[config.mk]
export PLATFORM = sky130hd
export DESIGN_NAME = vws_serializer
export DESIGN_NICKNAME = d
export VERILOG_FILES = /design/src/logic/vws_pkg.sv /design/src/logic/vws_sync.sv /design/src/logic/vws_fifo_mem.sv /design/src/logic/vws_serializer.sv
export VERILOG_INCLUDE_DIRS = /design/src /design/src/logic
export SDC_FILE = /design/constraint.sdc
export NUM_CORES = 1
export LEC_CHECK = 0
export ABC_AREA = 1
export BUFFER_PORTS_ARGS = -buffer_cell sky130_fd_sc_hd__buf_2
export CORE_AREA = 2 2 177 179
export CTS_CLUSTER_SIZE = 20
export DETAILED_ROUTE_END_ITERATION = 8
export DIE_AREA = 0 0 179 181
export PLACE_DENSITY = 0.55
export RECOVER_POWER = 100
export SETUP_SLACK_MARGIN = 0.5
export SYNTH_ARGS = -nofsm -noshare
export SYNTH_HDL_FRONTEND = slang
export SYNTH_HIERARCHICAL = 1
export SYNTH_SLANG_ARGS = --single-unit
[constraint.sdc]
create_clock -name pclk -period 6.85 [get_ports pclk]
set_clock_uncertainty 0.2 [all_clocks]
set_input_delay 0.3425 -clock pclk [delete_from_list [all_inputs] [get_ports pclk]]
set_output_delay 0.3425 -clock pclk [all_outputs]
set_load 0.02 [all_outputs]
[src/logic/vws_regs.svh]
// What this block does
// (RL1) Serial output sends word bit zero first and bit fifteen last.
// (RL2) Latch mode select high bypasses the FIFO; inputs act as transparent latches.
// (RL3) Both selects low bypass the FIFO; inputs act as one-word flip-flops.
// (RL4) Latch select low, depth select high inserts the four-word FIFO.
// (RL5) FIFO pointers clear at reset and on a depth-select low pulse, load held high.
// (RL6) Flip-flop mode captures the data inputs on the write strobe rising edge.
// (RL7) Latch mode passes the data inputs through while the write strobe is low.
// (RL8) FIFO mode stores each write-strobe rising edge into the next word.
// (RL9) First shift-clock edge after a load-strobe rise loads the word.
// (RL10) Later shift-clock edges advance the register one place each.
// (RL11) Each shifting edge takes the cascade serial input into the top bit.
// (RL12) The mid-register tap shows bit eight.
// (RL13) Shift freeze high stops shifting on shift-clock edges.
// (RL14) After freeze release the output keeps its value until the next shift edge.
// (RL15) Output override forces both taps while the internal bits keep shifting.
// (RL16) Forced value follows the override level input.
// (RL17) Load block high ignores all load-strobe edges.
// (RL18) After load block falls, the next load-strobe and shift edge pair loads again.
// (RL19) A fifth write without a load overwrites the oldest word.
// (RL20) The FIFO delivers words oldest first.
// (RL21) A load too soon after a write into an empty FIFO takes the old word.
// (RL22) Host must load after every write in flip-flop mode.
// (RL23) Strobes and shift clock are synchronised; pairs are single signals.
`ifndef VWS_REGS_SVH
`define VWS_REGS_SVH

// ****************************************
// Register map
// ****************************************
`define VWS_CTRL_OFS        12'h000
`define VWS_STATUS_OFS      12'h004
`define VWS_SHIFT_OFS       12'h008

// ****************************************
// Control fields
// ****************************************
`define VWS_CTRL_LATCH_BIT  0
`define VWS_CTRL_DEPTH_BIT  1
`define VWS_CTRL_FREEZE_BIT 2
`define VWS_CTRL_OVR_BIT    3
`define VWS_CTRL_LEVEL_BIT  4
`define VWS_CTRL_BLOCK_BIT  5
`define VWS_CTRL_W          6
`define VWS_CTRL_RST        6'h00

// ****************************************
// Timing
// ****************************************
`define VWS_CLK_MHZ         250
`define VWS_WR_LOAD_SETUP_NS 25

`endif

[src/logic/vws_pkg.sv]
package vws_pkg;

    typedef enum logic [1:0] {
        VWS_MODE_LATCH,
        VWS_MODE_FLOP,
        VWS_MODE_FIFO
    } vws_mode_t;

endpackage : vws_pkg

[src/logic/vws_sync.sv]
`timescale 1ns/1ps
`default_nettype none

module vws_sync #(
    parameter int W = 1
) (
    input  wire logic         pclk,
    input  wire logic         presetn,
    input  wire logic [W-1:0] async_in,
    output logic      [W-1:0] level_out
);

    typedef struct packed {
        logic [W-1:0] s1;
        logic [W-1:0] s2;
        logic [W-1:0] s3;
        logic [W-1:0] lvl;
    } vws_sync_t;

    vws_sync_t st_q;
    vws_sync_t st_d;

    always_comb begin
        st_d     = st_q;
        st_d.s1  = async_in;
        st_d.s2  = st_q.s1;
        st_d.s3  = st_q.s2;
        // A bit changes only once stages two and three agree
        st_d.lvl = (st_q.s3 & ~(st_q.s2 ^ st_q.s3)) | (st_q.lvl & (st_q.s2 ^ st_q.s3));
    end

    always_ff @(posedge pclk or negedge presetn) begin
        if (!presetn) begin
            st_q <= '0;
        end else begin
            st_q <= st_d;
        end
    end

    assign level_out = st_q.lvl;

endmodule : vws_sync

`default_nettype wire

[src/logic/vws_fifo_mem.sv]
`timescale 1ns/1ps
`default_nettype none

module vws_fifo_mem #(
    parameter int W     = 16,
    parameter int DEPTH = 4,
    parameter int AW    = 2
) (
    input  wire logic          pclk,
    input  wire logic          presetn,
    input  wire logic          we,
    input  wire logic [AW-1:0] waddr,
    input  wire logic [W-1:0]  wdata,
    input  wire logic [AW-1:0] raddr,
    output logic      [W-1:0]  rdata
);

    typedef struct packed {
        logic [DEPTH-1:0][W-1:0] mem;
        logic [W-1:0]            rd;
    } vws_mem_t;

    vws_mem_t st_q;
    vws_mem_t st_d;

    always_comb begin
        st_d    = st_q;
        st_d.rd = st_q.mem[raddr];
        if (we) begin
            st_d.mem[waddr] = wdata;
        end
    end

    always_ff @(posedge pclk or negedge presetn) begin
        if (!presetn) begin
            st_q <= '0;
        end else begin
            st_q <= st_d;
        end
    end

    assign rdata = st_q.rd;

endmodule : vws_fifo_mem

`default_nettype wire

[src/logic/vws_serializer.sv]
`timescale 1ns/1ps
`default_nettype none
`include "vws_regs.svh"

module vws_serializer #(
    parameter int DATA_W = 16,
    parameter int DEPTH  = 4
) (
    input  wire logic              pclk,
    input  wire logic              presetn,
    input  wire logic              psel,
    input  wire logic              penable,
    input  wire logic              pwrite,
    input  wire logic [11:0]       paddr,
    input  wire logic [31:0]       pwdata,
    output logic      [31:0]       prdata,
    output logic                   pready,
    output logic                   pslverr,
    input  wire logic [DATA_W-1:0] pixel_data,
    input  wire logic              write_strobe,
    input  wire logic              word_load_strobe,
    input  wire logic              shift_clock,
    input  wire logic              cascade_serial_in,
    output logic                   first_bit_tap,
    output logic                   mid_register_tap
);

    // ****************************************
    // Derived constants and checks
    // ****************************************
    localparam int AW        = $clog2(DEPTH);
    localparam int CW        = AW + 1;
    localparam int SETUP_CYC = (`VWS_WR_LOAD_SETUP_NS * `VWS_CLK_MHZ + 999) / 1000;
    localparam int AGE_W     = 4;
    localparam int MID       = DATA_W / 2;

    generate
        if (DATA_W != 16) begin : g_bad_width
            $error("vws_serializer: only a sixteen-bit word is supported");
        end
        if (DEPTH < 2 || (DEPTH & (DEPTH - 1)) != 0) begin : g_bad_depth
            $error("vws_serializer: DEPTH must be a power of two, two or more");
        end
        if (SETUP_CYC >= (1 << AGE_W)) begin : g_bad_setup
            $error("vws_serializer: write-to-load setup does not fit the age counter");
        end
    endgenerate

    // ****************************************
    // Pin synchronisers
    // ****************************************
    logic              wr_lvl;
    logic              ld_lvl;
    logic              ck_lvl;
    logic              ser_lvl;
    logic [DATA_W-1:0] data_lvl;
    logic [DATA_W-1:0] fifo_rdata;

    // One synchroniser per pin, so each strobe edge is judged on its own
    vws_sync #(.W(1)) u_sync_wr (
        .pclk      (pclk),
        .presetn   (presetn),
        .async_in  (write_strobe),
        .level_out (wr_lvl)
    ); // RL23

    vws_sync #(.W(1)) u_sync_ld (
        .pclk      (pclk),
        .presetn   (presetn),
        .async_in  (word_load_strobe),
        .level_out (ld_lvl)
    ); // RL23

    vws_sync #(.W(1)) u_sync_ck (
        .pclk      (pclk),
        .presetn   (presetn),
        .async_in  (shift_clock),
        .level_out (ck_lvl)
    ); // RL23

    vws_sync #(.W(1)) u_sync_ser (
        .pclk      (pclk),
        .presetn   (presetn),
        .async_in  (cascade_serial_in),
        .level_out (ser_lvl)
    );

    vws_sync #(.W(DATA_W)) u_sync_data (
        .pclk      (pclk),
        .presetn   (presetn),
        .async_in  (pixel_data),
        .level_out (data_lvl)
    );

    // ****************************************
    // State
    // ****************************************
    typedef struct packed {
        logic [`VWS_CTRL_W-1:0] ctrl;
        logic [DATA_W-1:0]      in_word;
        logic [DATA_W-1:0]      in_old;
        logic [DATA_W-1:0]      last_word;
        logic [DATA_W-1:0]      sreg;
        logic [AW-1:0]          wr_ptr;
        logic [AW-1:0]          rd_ptr;
        logic [CW-1:0]          count;
        logic [AGE_W-1:0]       age;
        logic                   pending;
        logic                   wr_prev;
        logic                   ld_prev;
        logic                   ck_prev;
        logic                   so;
        logic                   mid;
        logic [31:0]            prdata;
        logic                   pready;
        logic                   pslverr;
    } vws_state_t;

    vws_state_t st_q;
    vws_state_t st_d;

    vws_pkg::vws_mode_t mode;
    logic               wr_rise;
    logic               ld_rise;
    logic               ck_rise;
    logic               fresh;
    logic               push;
    logic               pop;
    logic [DATA_W-1:0]  load_word;
    logic               apb_setup;
    logic               apb_write;
    logic [31:0]        rd_val;
    logic               addr_ok;

    always_comb begin
        // Latch select takes precedence over depth select
        if (st_q.ctrl[`VWS_CTRL_LATCH_BIT]) begin
            mode = vws_pkg::VWS_MODE_LATCH; // RL2
        end else if (st_q.ctrl[`VWS_CTRL_DEPTH_BIT]) begin
            mode = vws_pkg::VWS_MODE_FIFO; // RL4
        end else begin
            mode = vws_pkg::VWS_MODE_FLOP; // RL3
        end
    end

    assign wr_rise = wr_lvl & ~st_q.wr_prev;
    assign ld_rise = ld_lvl & ~st_q.ld_prev;
    assign ck_rise = ck_lvl & ~st_q.ck_prev;
    // A write younger than the write-to-load setup is not yet visible to a load
    assign fresh   = (st_q.age != '0);
    assign push    = wr_rise && (mode == vws_pkg::VWS_MODE_FIFO);

    // ****************************************
    // Word selected for a load
    // ****************************************
    always_comb begin
        load_word = st_q.in_word;
        pop       = 1'b0;
        case (mode)
            vws_pkg::VWS_MODE_LATCH: begin
                load_word = st_q.in_word;
            end
            vws_pkg::VWS_MODE_FLOP: begin
                load_word = fresh ? st_q.in_old : st_q.in_word; // RL21
            end
            vws_pkg::VWS_MODE_FIFO: begin
                // Empty, or only a word too young to read: repeat the old word
                if (st_q.count == '0 || (st_q.count == CW'(1) && fresh)) begin
                    load_word = st_q.last_word; // RL21
                end else begin
                    load_word = fifo_rdata; // RL20
                    pop       = st_q.pending && ck_rise;
                end
            end
            default: begin
                load_word = st_q.in_word;
            end
        endcase
    end

    // ****************************************
    // APB decode
    // ****************************************
    assign apb_setup = psel & ~penable;
    // Write data lands only at the access edge, while pready is already high
    assign apb_write = psel & penable & st_q.pready & pwrite;

    always_comb begin
        addr_ok = 1'b1;
        rd_val  = '0;
        case (paddr)
            `VWS_CTRL_OFS: begin
                rd_val[`VWS_CTRL_W-1:0] = st_q.ctrl;
            end
            `VWS_STATUS_OFS: begin
                rd_val[1:0]                 = mode;
                rd_val[2]                   = st_q.pending;
                rd_val[3]                   = fresh;
                rd_val[8 +: CW]             = st_q.count;
                rd_val[12 +: AW]            = st_q.wr_ptr;
                rd_val[16 +: AW]            = st_q.rd_ptr;
            end
            `VWS_SHIFT_OFS: begin
                rd_val[DATA_W-1:0] = st_q.sreg;
            end
            default: begin
                addr_ok = 1'b0;
            end
        endcase
    end

    // ****************************************
    // Next state
    // ****************************************
    always_comb begin
        st_d         = st_q;
        st_d.wr_prev = wr_lvl;
        st_d.ld_prev = ld_lvl;
        st_d.ck_prev = ck_lvl;

        // Register bus: answer in the access cycle right after setup
        st_d.pready  = apb_setup;
        st_d.pslverr = apb_setup & ~addr_ok;
        if (apb_setup) begin
            st_d.prdata = pwrite ? 32'h0000_0000 : rd_val;
        end
        if (apb_write && paddr == `VWS_CTRL_OFS) begin
            st_d.ctrl = pwdata[`VWS_CTRL_W-1:0];
        end

        if (fresh) begin
            st_d.age = st_q.age - AGE_W'(1);
        end

        // Input stage
        case (mode)
            vws_pkg::VWS_MODE_LATCH: begin
                if (!wr_lvl) begin
                    st_d.in_word = data_lvl; // RL7
                end
            end
            vws_pkg::VWS_MODE_FLOP: begin
                if (wr_rise) begin
                    // Keep the word before it for a load that comes too soon
                    st_d.in_old  = st_q.in_word;
                    st_d.in_word = data_lvl; // RL6
                    st_d.age     = AGE_W'(SETUP_CYC);
                end
            end
            vws_pkg::VWS_MODE_FIFO: begin
                if (push) begin
                    st_d.wr_ptr = st_q.wr_ptr + AW'(1); // RL8
                    st_d.age    = AGE_W'(SETUP_CYC);
                end
            end
            default: begin
                st_d.in_word = st_q.in_word;
            end
        endcase

        // Occupancy; a write into a full FIFO drops the oldest word
        if (push && !pop && st_q.count == CW'(DEPTH)) begin
            st_d.rd_ptr = st_q.rd_ptr + AW'(1); // RL19
        end else if (push && !pop) begin
            st_d.count = st_q.count + CW'(1);
        end else if (pop && !push) begin
            st_d.count = st_q.count - CW'(1);
        end
        if (pop) begin
            st_d.rd_ptr = st_q.rd_ptr + AW'(1); // RL20
        end

        // Depth select low with load strobe high restarts at word zero
        if (!st_q.ctrl[`VWS_CTRL_DEPTH_BIT] && ld_lvl) begin
            st_d.wr_ptr = '0; // RL5
            st_d.rd_ptr = '0;
            st_d.count  = '0;
        end

        // Shift register on the shift clock
        // A load is taken even while frozen
        if (ck_rise) begin
            if (st_q.pending) begin
                st_d.sreg      = load_word; // RL9
                st_d.last_word = load_word;
                st_d.pending   = 1'b0;
            end else if (!st_q.ctrl[`VWS_CTRL_FREEZE_BIT]) begin
                st_d.sreg = {ser_lvl, st_q.sreg[DATA_W-1:1]}; // RL1 RL10 RL11 RL13
            end
        end

        // Load request, ignored while blocked; set after the load above so that
        // a strobe meeting the loading shift edge is kept, not cleared
        if (ld_rise && !st_q.ctrl[`VWS_CTRL_BLOCK_BIT]) begin
            st_d.pending = 1'b1; // RL17 RL18
        end

        // Taps change only when the register does, or under override
        if (st_q.ctrl[`VWS_CTRL_OVR_BIT]) begin
            st_d.so  = st_q.ctrl[`VWS_CTRL_LEVEL_BIT]; // RL15 RL16
            st_d.mid = st_q.ctrl[`VWS_CTRL_LEVEL_BIT];
        end else begin
            st_d.so  = st_q.sreg[0]; // RL1 RL14
            st_d.mid = st_q.sreg[MID]; // RL12
        end
    end

    always_ff @(posedge pclk or negedge presetn) begin
        if (!presetn) begin
            st_q      <= '0;
            st_q.ctrl <= `VWS_CTRL_RST;
        end else begin
            st_q <= st_d;
        end
    end

    // ****************************************
    // FIFO storage
    // ****************************************
    // Read address is the next pointer, so rdata already shows the oldest word
    vws_fifo_mem #(
        .W     (DATA_W),
        .DEPTH (DEPTH),
        .AW    (AW)
    ) u_fifo (
        .pclk    (pclk),
        .presetn (presetn),
        .we      (push),
        .waddr   (st_q.wr_ptr),
        .wdata   (data_lvl),
        .raddr   (st_d.rd_ptr),
        .rdata   (fifo_rdata)
    );

    assign prdata           = st_q.prdata;
    assign pready           = st_q.pready;
    assign pslverr          = st_q.pslverr;
    assign first_bit_tap    = st_q.so;
    assign mid_register_tap = st_q.mid;

endmodule : vws_serializer

`default_nettype wire

==> reports/metrics.csv <==
stage,metric,value,unit
final_layout,fin nets,1503,
floorplanning,core area,0.0303,mm2
routing,initial DRC count,806,
clock_tree,CTS max path bufs,3,
placement,placed cells,1757,
worst_hold_path,worst hold path type,primary input to register,
routing,routed vias,8708,
setup_path,slowest CP cell,clkbuf_1,
synth,synth top area cells,"dfrtp_1 56%, nand2_1 13%, inv_1 5.7%, nand3_1 5.4%, buf_4 4.4%",
setup_path,Buf/Inv on CP,2,
timing,worst setup margin,1.76,ns
power_and_ir_drop,sequential share of power,0.484,
clock_tree,Clock Latency Late Sink,0.55,ns
setup_path,critical path class,register to register,
clock_tree,clk slew on worst S/H paths,0.06,ns
setup_path,Worst EP required,7.08,ns
timing,fmax,196,MHz
setup_path,Crit path max-delay family,buffers and inverters,
floorplanning,row cnt,64,
floorplanning,initial core utilization,0.396,
synth,"Cell Area, Synth",0.0120,mm2
global_routing,initial antenna violation count,0,
outcome,status,finished with violations,
floorplanning,chip height,181,um
synth,Post-synth top flop,dfrtp_1,
global_routing,vias in the first global route,8186,
setup_path,max incr delay on CP,1.82,ns
clock_tree,CTS sink count,267,
synth,synth unique cells,41,
clock_tree,CTS Buf Count,30,
global_routing,gr usage total,0.165,
routing,Wirelength per Cell,14.0,um
power_and_ir_drop,Switching Fraction,0.240,
placement,Place WS,2.41,ns
timing,Final Critical Period,5.09,ns
placement,number of buffers added on ports,64,
setup_path,crit path launch type,register,
synth,Post-synth EDFFs,0,
timing,RSZ-0062 raised after global routing,no,
global_routing,largest net degree at the start of global routing,146,
floorplanning,I/O pin count,105,
setup_path,crit path DAT,5.32,ns
global_routing,grt total ovfl,0,
synth,Synth Register Bits,267,
clock_tree,H-tree levels,1,
placement,GP Congestion,0.811,
floorplanning,Die W,179,um
final_layout,# diodes,0,
synth,Synthesis Warnings,6,
timing,Final Max Slew Viols,211,
routing,drt drc,0,
global_routing,global-route wire length before repair,43.3,mm
setup_path,Crit. End Element,register,
outcome,failing checks,"max-capacitance violations, max-slew violations",
timing,final hold violation count,0,
timing,"Setup violations, final",0,
timing,setup TNS,0,ns
routing,Final ANT Viol Nets,0,
timing,relative slew slack,-1.05,
routing,drt pass-1 iters,5,
power_and_ir_drop,P_int,2.65,mW
routing,drt via density,4.71,
clock_tree,CTS Root Cell,clkbuf_16,
clock_tree,CTS tree,built,
synth,share of the synthesized area in the top cell type,0.556,
synth,"area leader, netlist",dfrtp_1,
synth,register area share after synthesis,0.556,
synth,Synth async-reset ratio,1.00,
synth,most frequent cell after synthesis,nand2_1,
final_layout,Fill cells,3025,
synth,"top cells by count, synth","420 x nand2_1, 267 x dfrtp_1, 183 x inv_1",
timing,Final Cycle Share,0.743,
power_and_ir_drop,combinational share of power,0.065,
final_layout,layout cells sized above 1,0.0826,
final_layout,"non-filler cells, final",1848,
setup_path,"critical path fanouts, max",54,
power_and_ir_drop,P_leak,6.78,nW
setup_path,CP cell instances,"inv_1, nand2_1, nor2_1, clkbuf_1, nand3_1, o21ai_0",
run,Max-Cap Viols,3,
final_layout,area grow syn2layout,11.0,%
floorplanning,total die area,0.0324,mm2
power_and_ir_drop,Sw Pwr,0.836,mW
placement,post-DP HPWL,16.4,mm
power_and_ir_drop,clock share of power,0.451,
synth,Cells after Synth,1396,
routing,DRT Wirelength,25.8,mm
power_and_ir_drop,"IR drop worst, VDD",0.000168,V
clock_tree,Post-CTS Setup Inserts,0,
synth,syn avg cell area,8.60,um2
power_and_ir_drop,Cell Pwr Density,262,mW/mm2
timing,worst slew pin tran,3.08,ns
-- area by class of cell --
| class | instances | area [um2] | area share |
|---|---|---|---|
| timing repair buffer | 107 | 712 | 0.0534 |
| clock buffer | 44 | 895 | 0.0671 |
| clock inverter | 12 | 85.1 | 0.00638 |
| tap | 396 | 495 | 0.0372 |
| sequential | 267 | 6680 | 0.501 |
| inverter | 193 | 726 | 0.0544 |
| multi-input combinational | 829 | 3730 | 0.280 |
-- power groups by stage --
stage	sequential, mW	combinational [mW]	clock [mW]
2_1_floorplan	1.70	0.168	0
3_3_place_gp	1.72	0.221	0
3_5_place_dp	1.72	0.225	0
4_1_cts	1.69	0.240	1.62
5_1_grt	1.70	0.269	1.69
6_report	1.69	0.227	1.57
-- tightest hold or removal path, stage by stage --
cell and delay (ns):
buf_2 0.09, nor2_1 0.16, nand2_1 0.12, nand2_1 0.04
-- sequential cells by signal, indices dropped and copies added (netlist names), named ones only --
| name | cells |
|---|---|
| u_sync_ser/st_d | 2 |
| pslverr | 1 |
| u_sync_wr/st_d | 2 |
| u_sync_ld/st_d | 2 |
| u_sync_ck/st_q | 1 |
| pready | 1 |
| u_sync_data/st_q | 16 |
| st_q | 85 |
| u_fifo/rdata | 16 |
| u_sync_data/st_d | 32 |
| first_bit_tap | 1 |
| prdata | 18 |
| u_sync_ck/st_d | 2 |
| u_sync_ser/st_q | 1 |
| u_fifo/st_q | 64 |
| mid_register_tap | 1 |
| u_sync_ld/st_q | 1 |
| u_sync_wr/st_q | 1 |
-- path summary, 6_finish.rpt --
| path | end | cells past startpoint | slack (ns) | from |
|---|---|---|---|---|
| worst max-delay path | u_fifo/st_q[78]$_DFFE_PN0P_ | 6 | 1.76 | st_q[115]$_DFFE_PN0P_ |
| worst min-delay path | prdata[5]$_DFFE_PN0P_ | 4 | 0.04 | pwrite |
| worst max register to register | u_fifo/st_q[78]$_DFFE_PN0P_ | 6 | 1.76 | st_q[115]$_DFFE_PN0P_ |
| worst min register to register | u_sync_data/st_d[31]$_DFF_PN0_ | 0 | 0.14 | u_sync_data/st_d[47]$_DFF_PN0_ |
| max in group asynchronous | u_sync_data/st_d[40]$_DFF_PN0_ | 3 | 3.42 | presetn |
| min in group asynchronous | prdata[12]$_DFFE_PN0P_ | 2 | 1.14 | presetn |
-- routing by layer --
metal	vias up	track usage	share of wire
met2	180	0.256	0.44
li1	4364	-	-
met3	40	0.0215	0.051
met5	-	0	0
met1	4124	0.244	0.49
met4	0	0.0407	0.018
-- what timing repair did --
action | 4_1_cts | 5_1_grt
hold buffers | 35 | 0
gates resized for setup | 0 | 0
endpoints found under the hold margin | 150 | 0
setup endpoints to repair | 0 | 0
-- metrics by stage --
stage,area [um2],util,hold slack [ns],power [mW]
global route,13300,0.439,0.0727,3.66
finish,13300,0.439,0.0381,3.49
CTS,13500,0.445,0.0607,3.55
floorplan,12100,-,-0.153,1.86
global placement,12200,0.401,0.133,1.94
detailed placement,12200,0.401,0.135,1.94
-- cell usage in the layout, fill, tap and decap left out, drive strengths merged --
cell	instances
a21oi	41
a22oi	1
and3	1
buf	48
bufinv	1
clkbuf	68
clkinv	13
clkinvlp	1
conb	14
dfrtp	267
dlygate4sd3	35
ha	6
inv	190
mux2i	1
nand2	427
nand3	133
nand3b	3
nand4	33
nor2	56
nor3	3
o211ai	1
o21a	1
o21ai	89
o22ai	8
o31ai	4
or2	4
xnor2	2
xor2	1
-- cells by family (layout without fill, tap and decap cells) --
logic type                 after synthesis  after routing  share of synthesized area
AOI/OAI and AO/OA                      145            145                     0.0661
xor gates and xnor gates                 3              3                    0.00219
adders and majority gates                6              6                    0.00625
buffers and inverters                  313            356                      0.128
DFF                                    267            267                      0.556
muxes                                    1              1                   0.000833
other                                    1             14                   0.000312
and+or+nand+nor                        660            660                      0.240
Note: power is estimated with default switching activity, not from simulation.
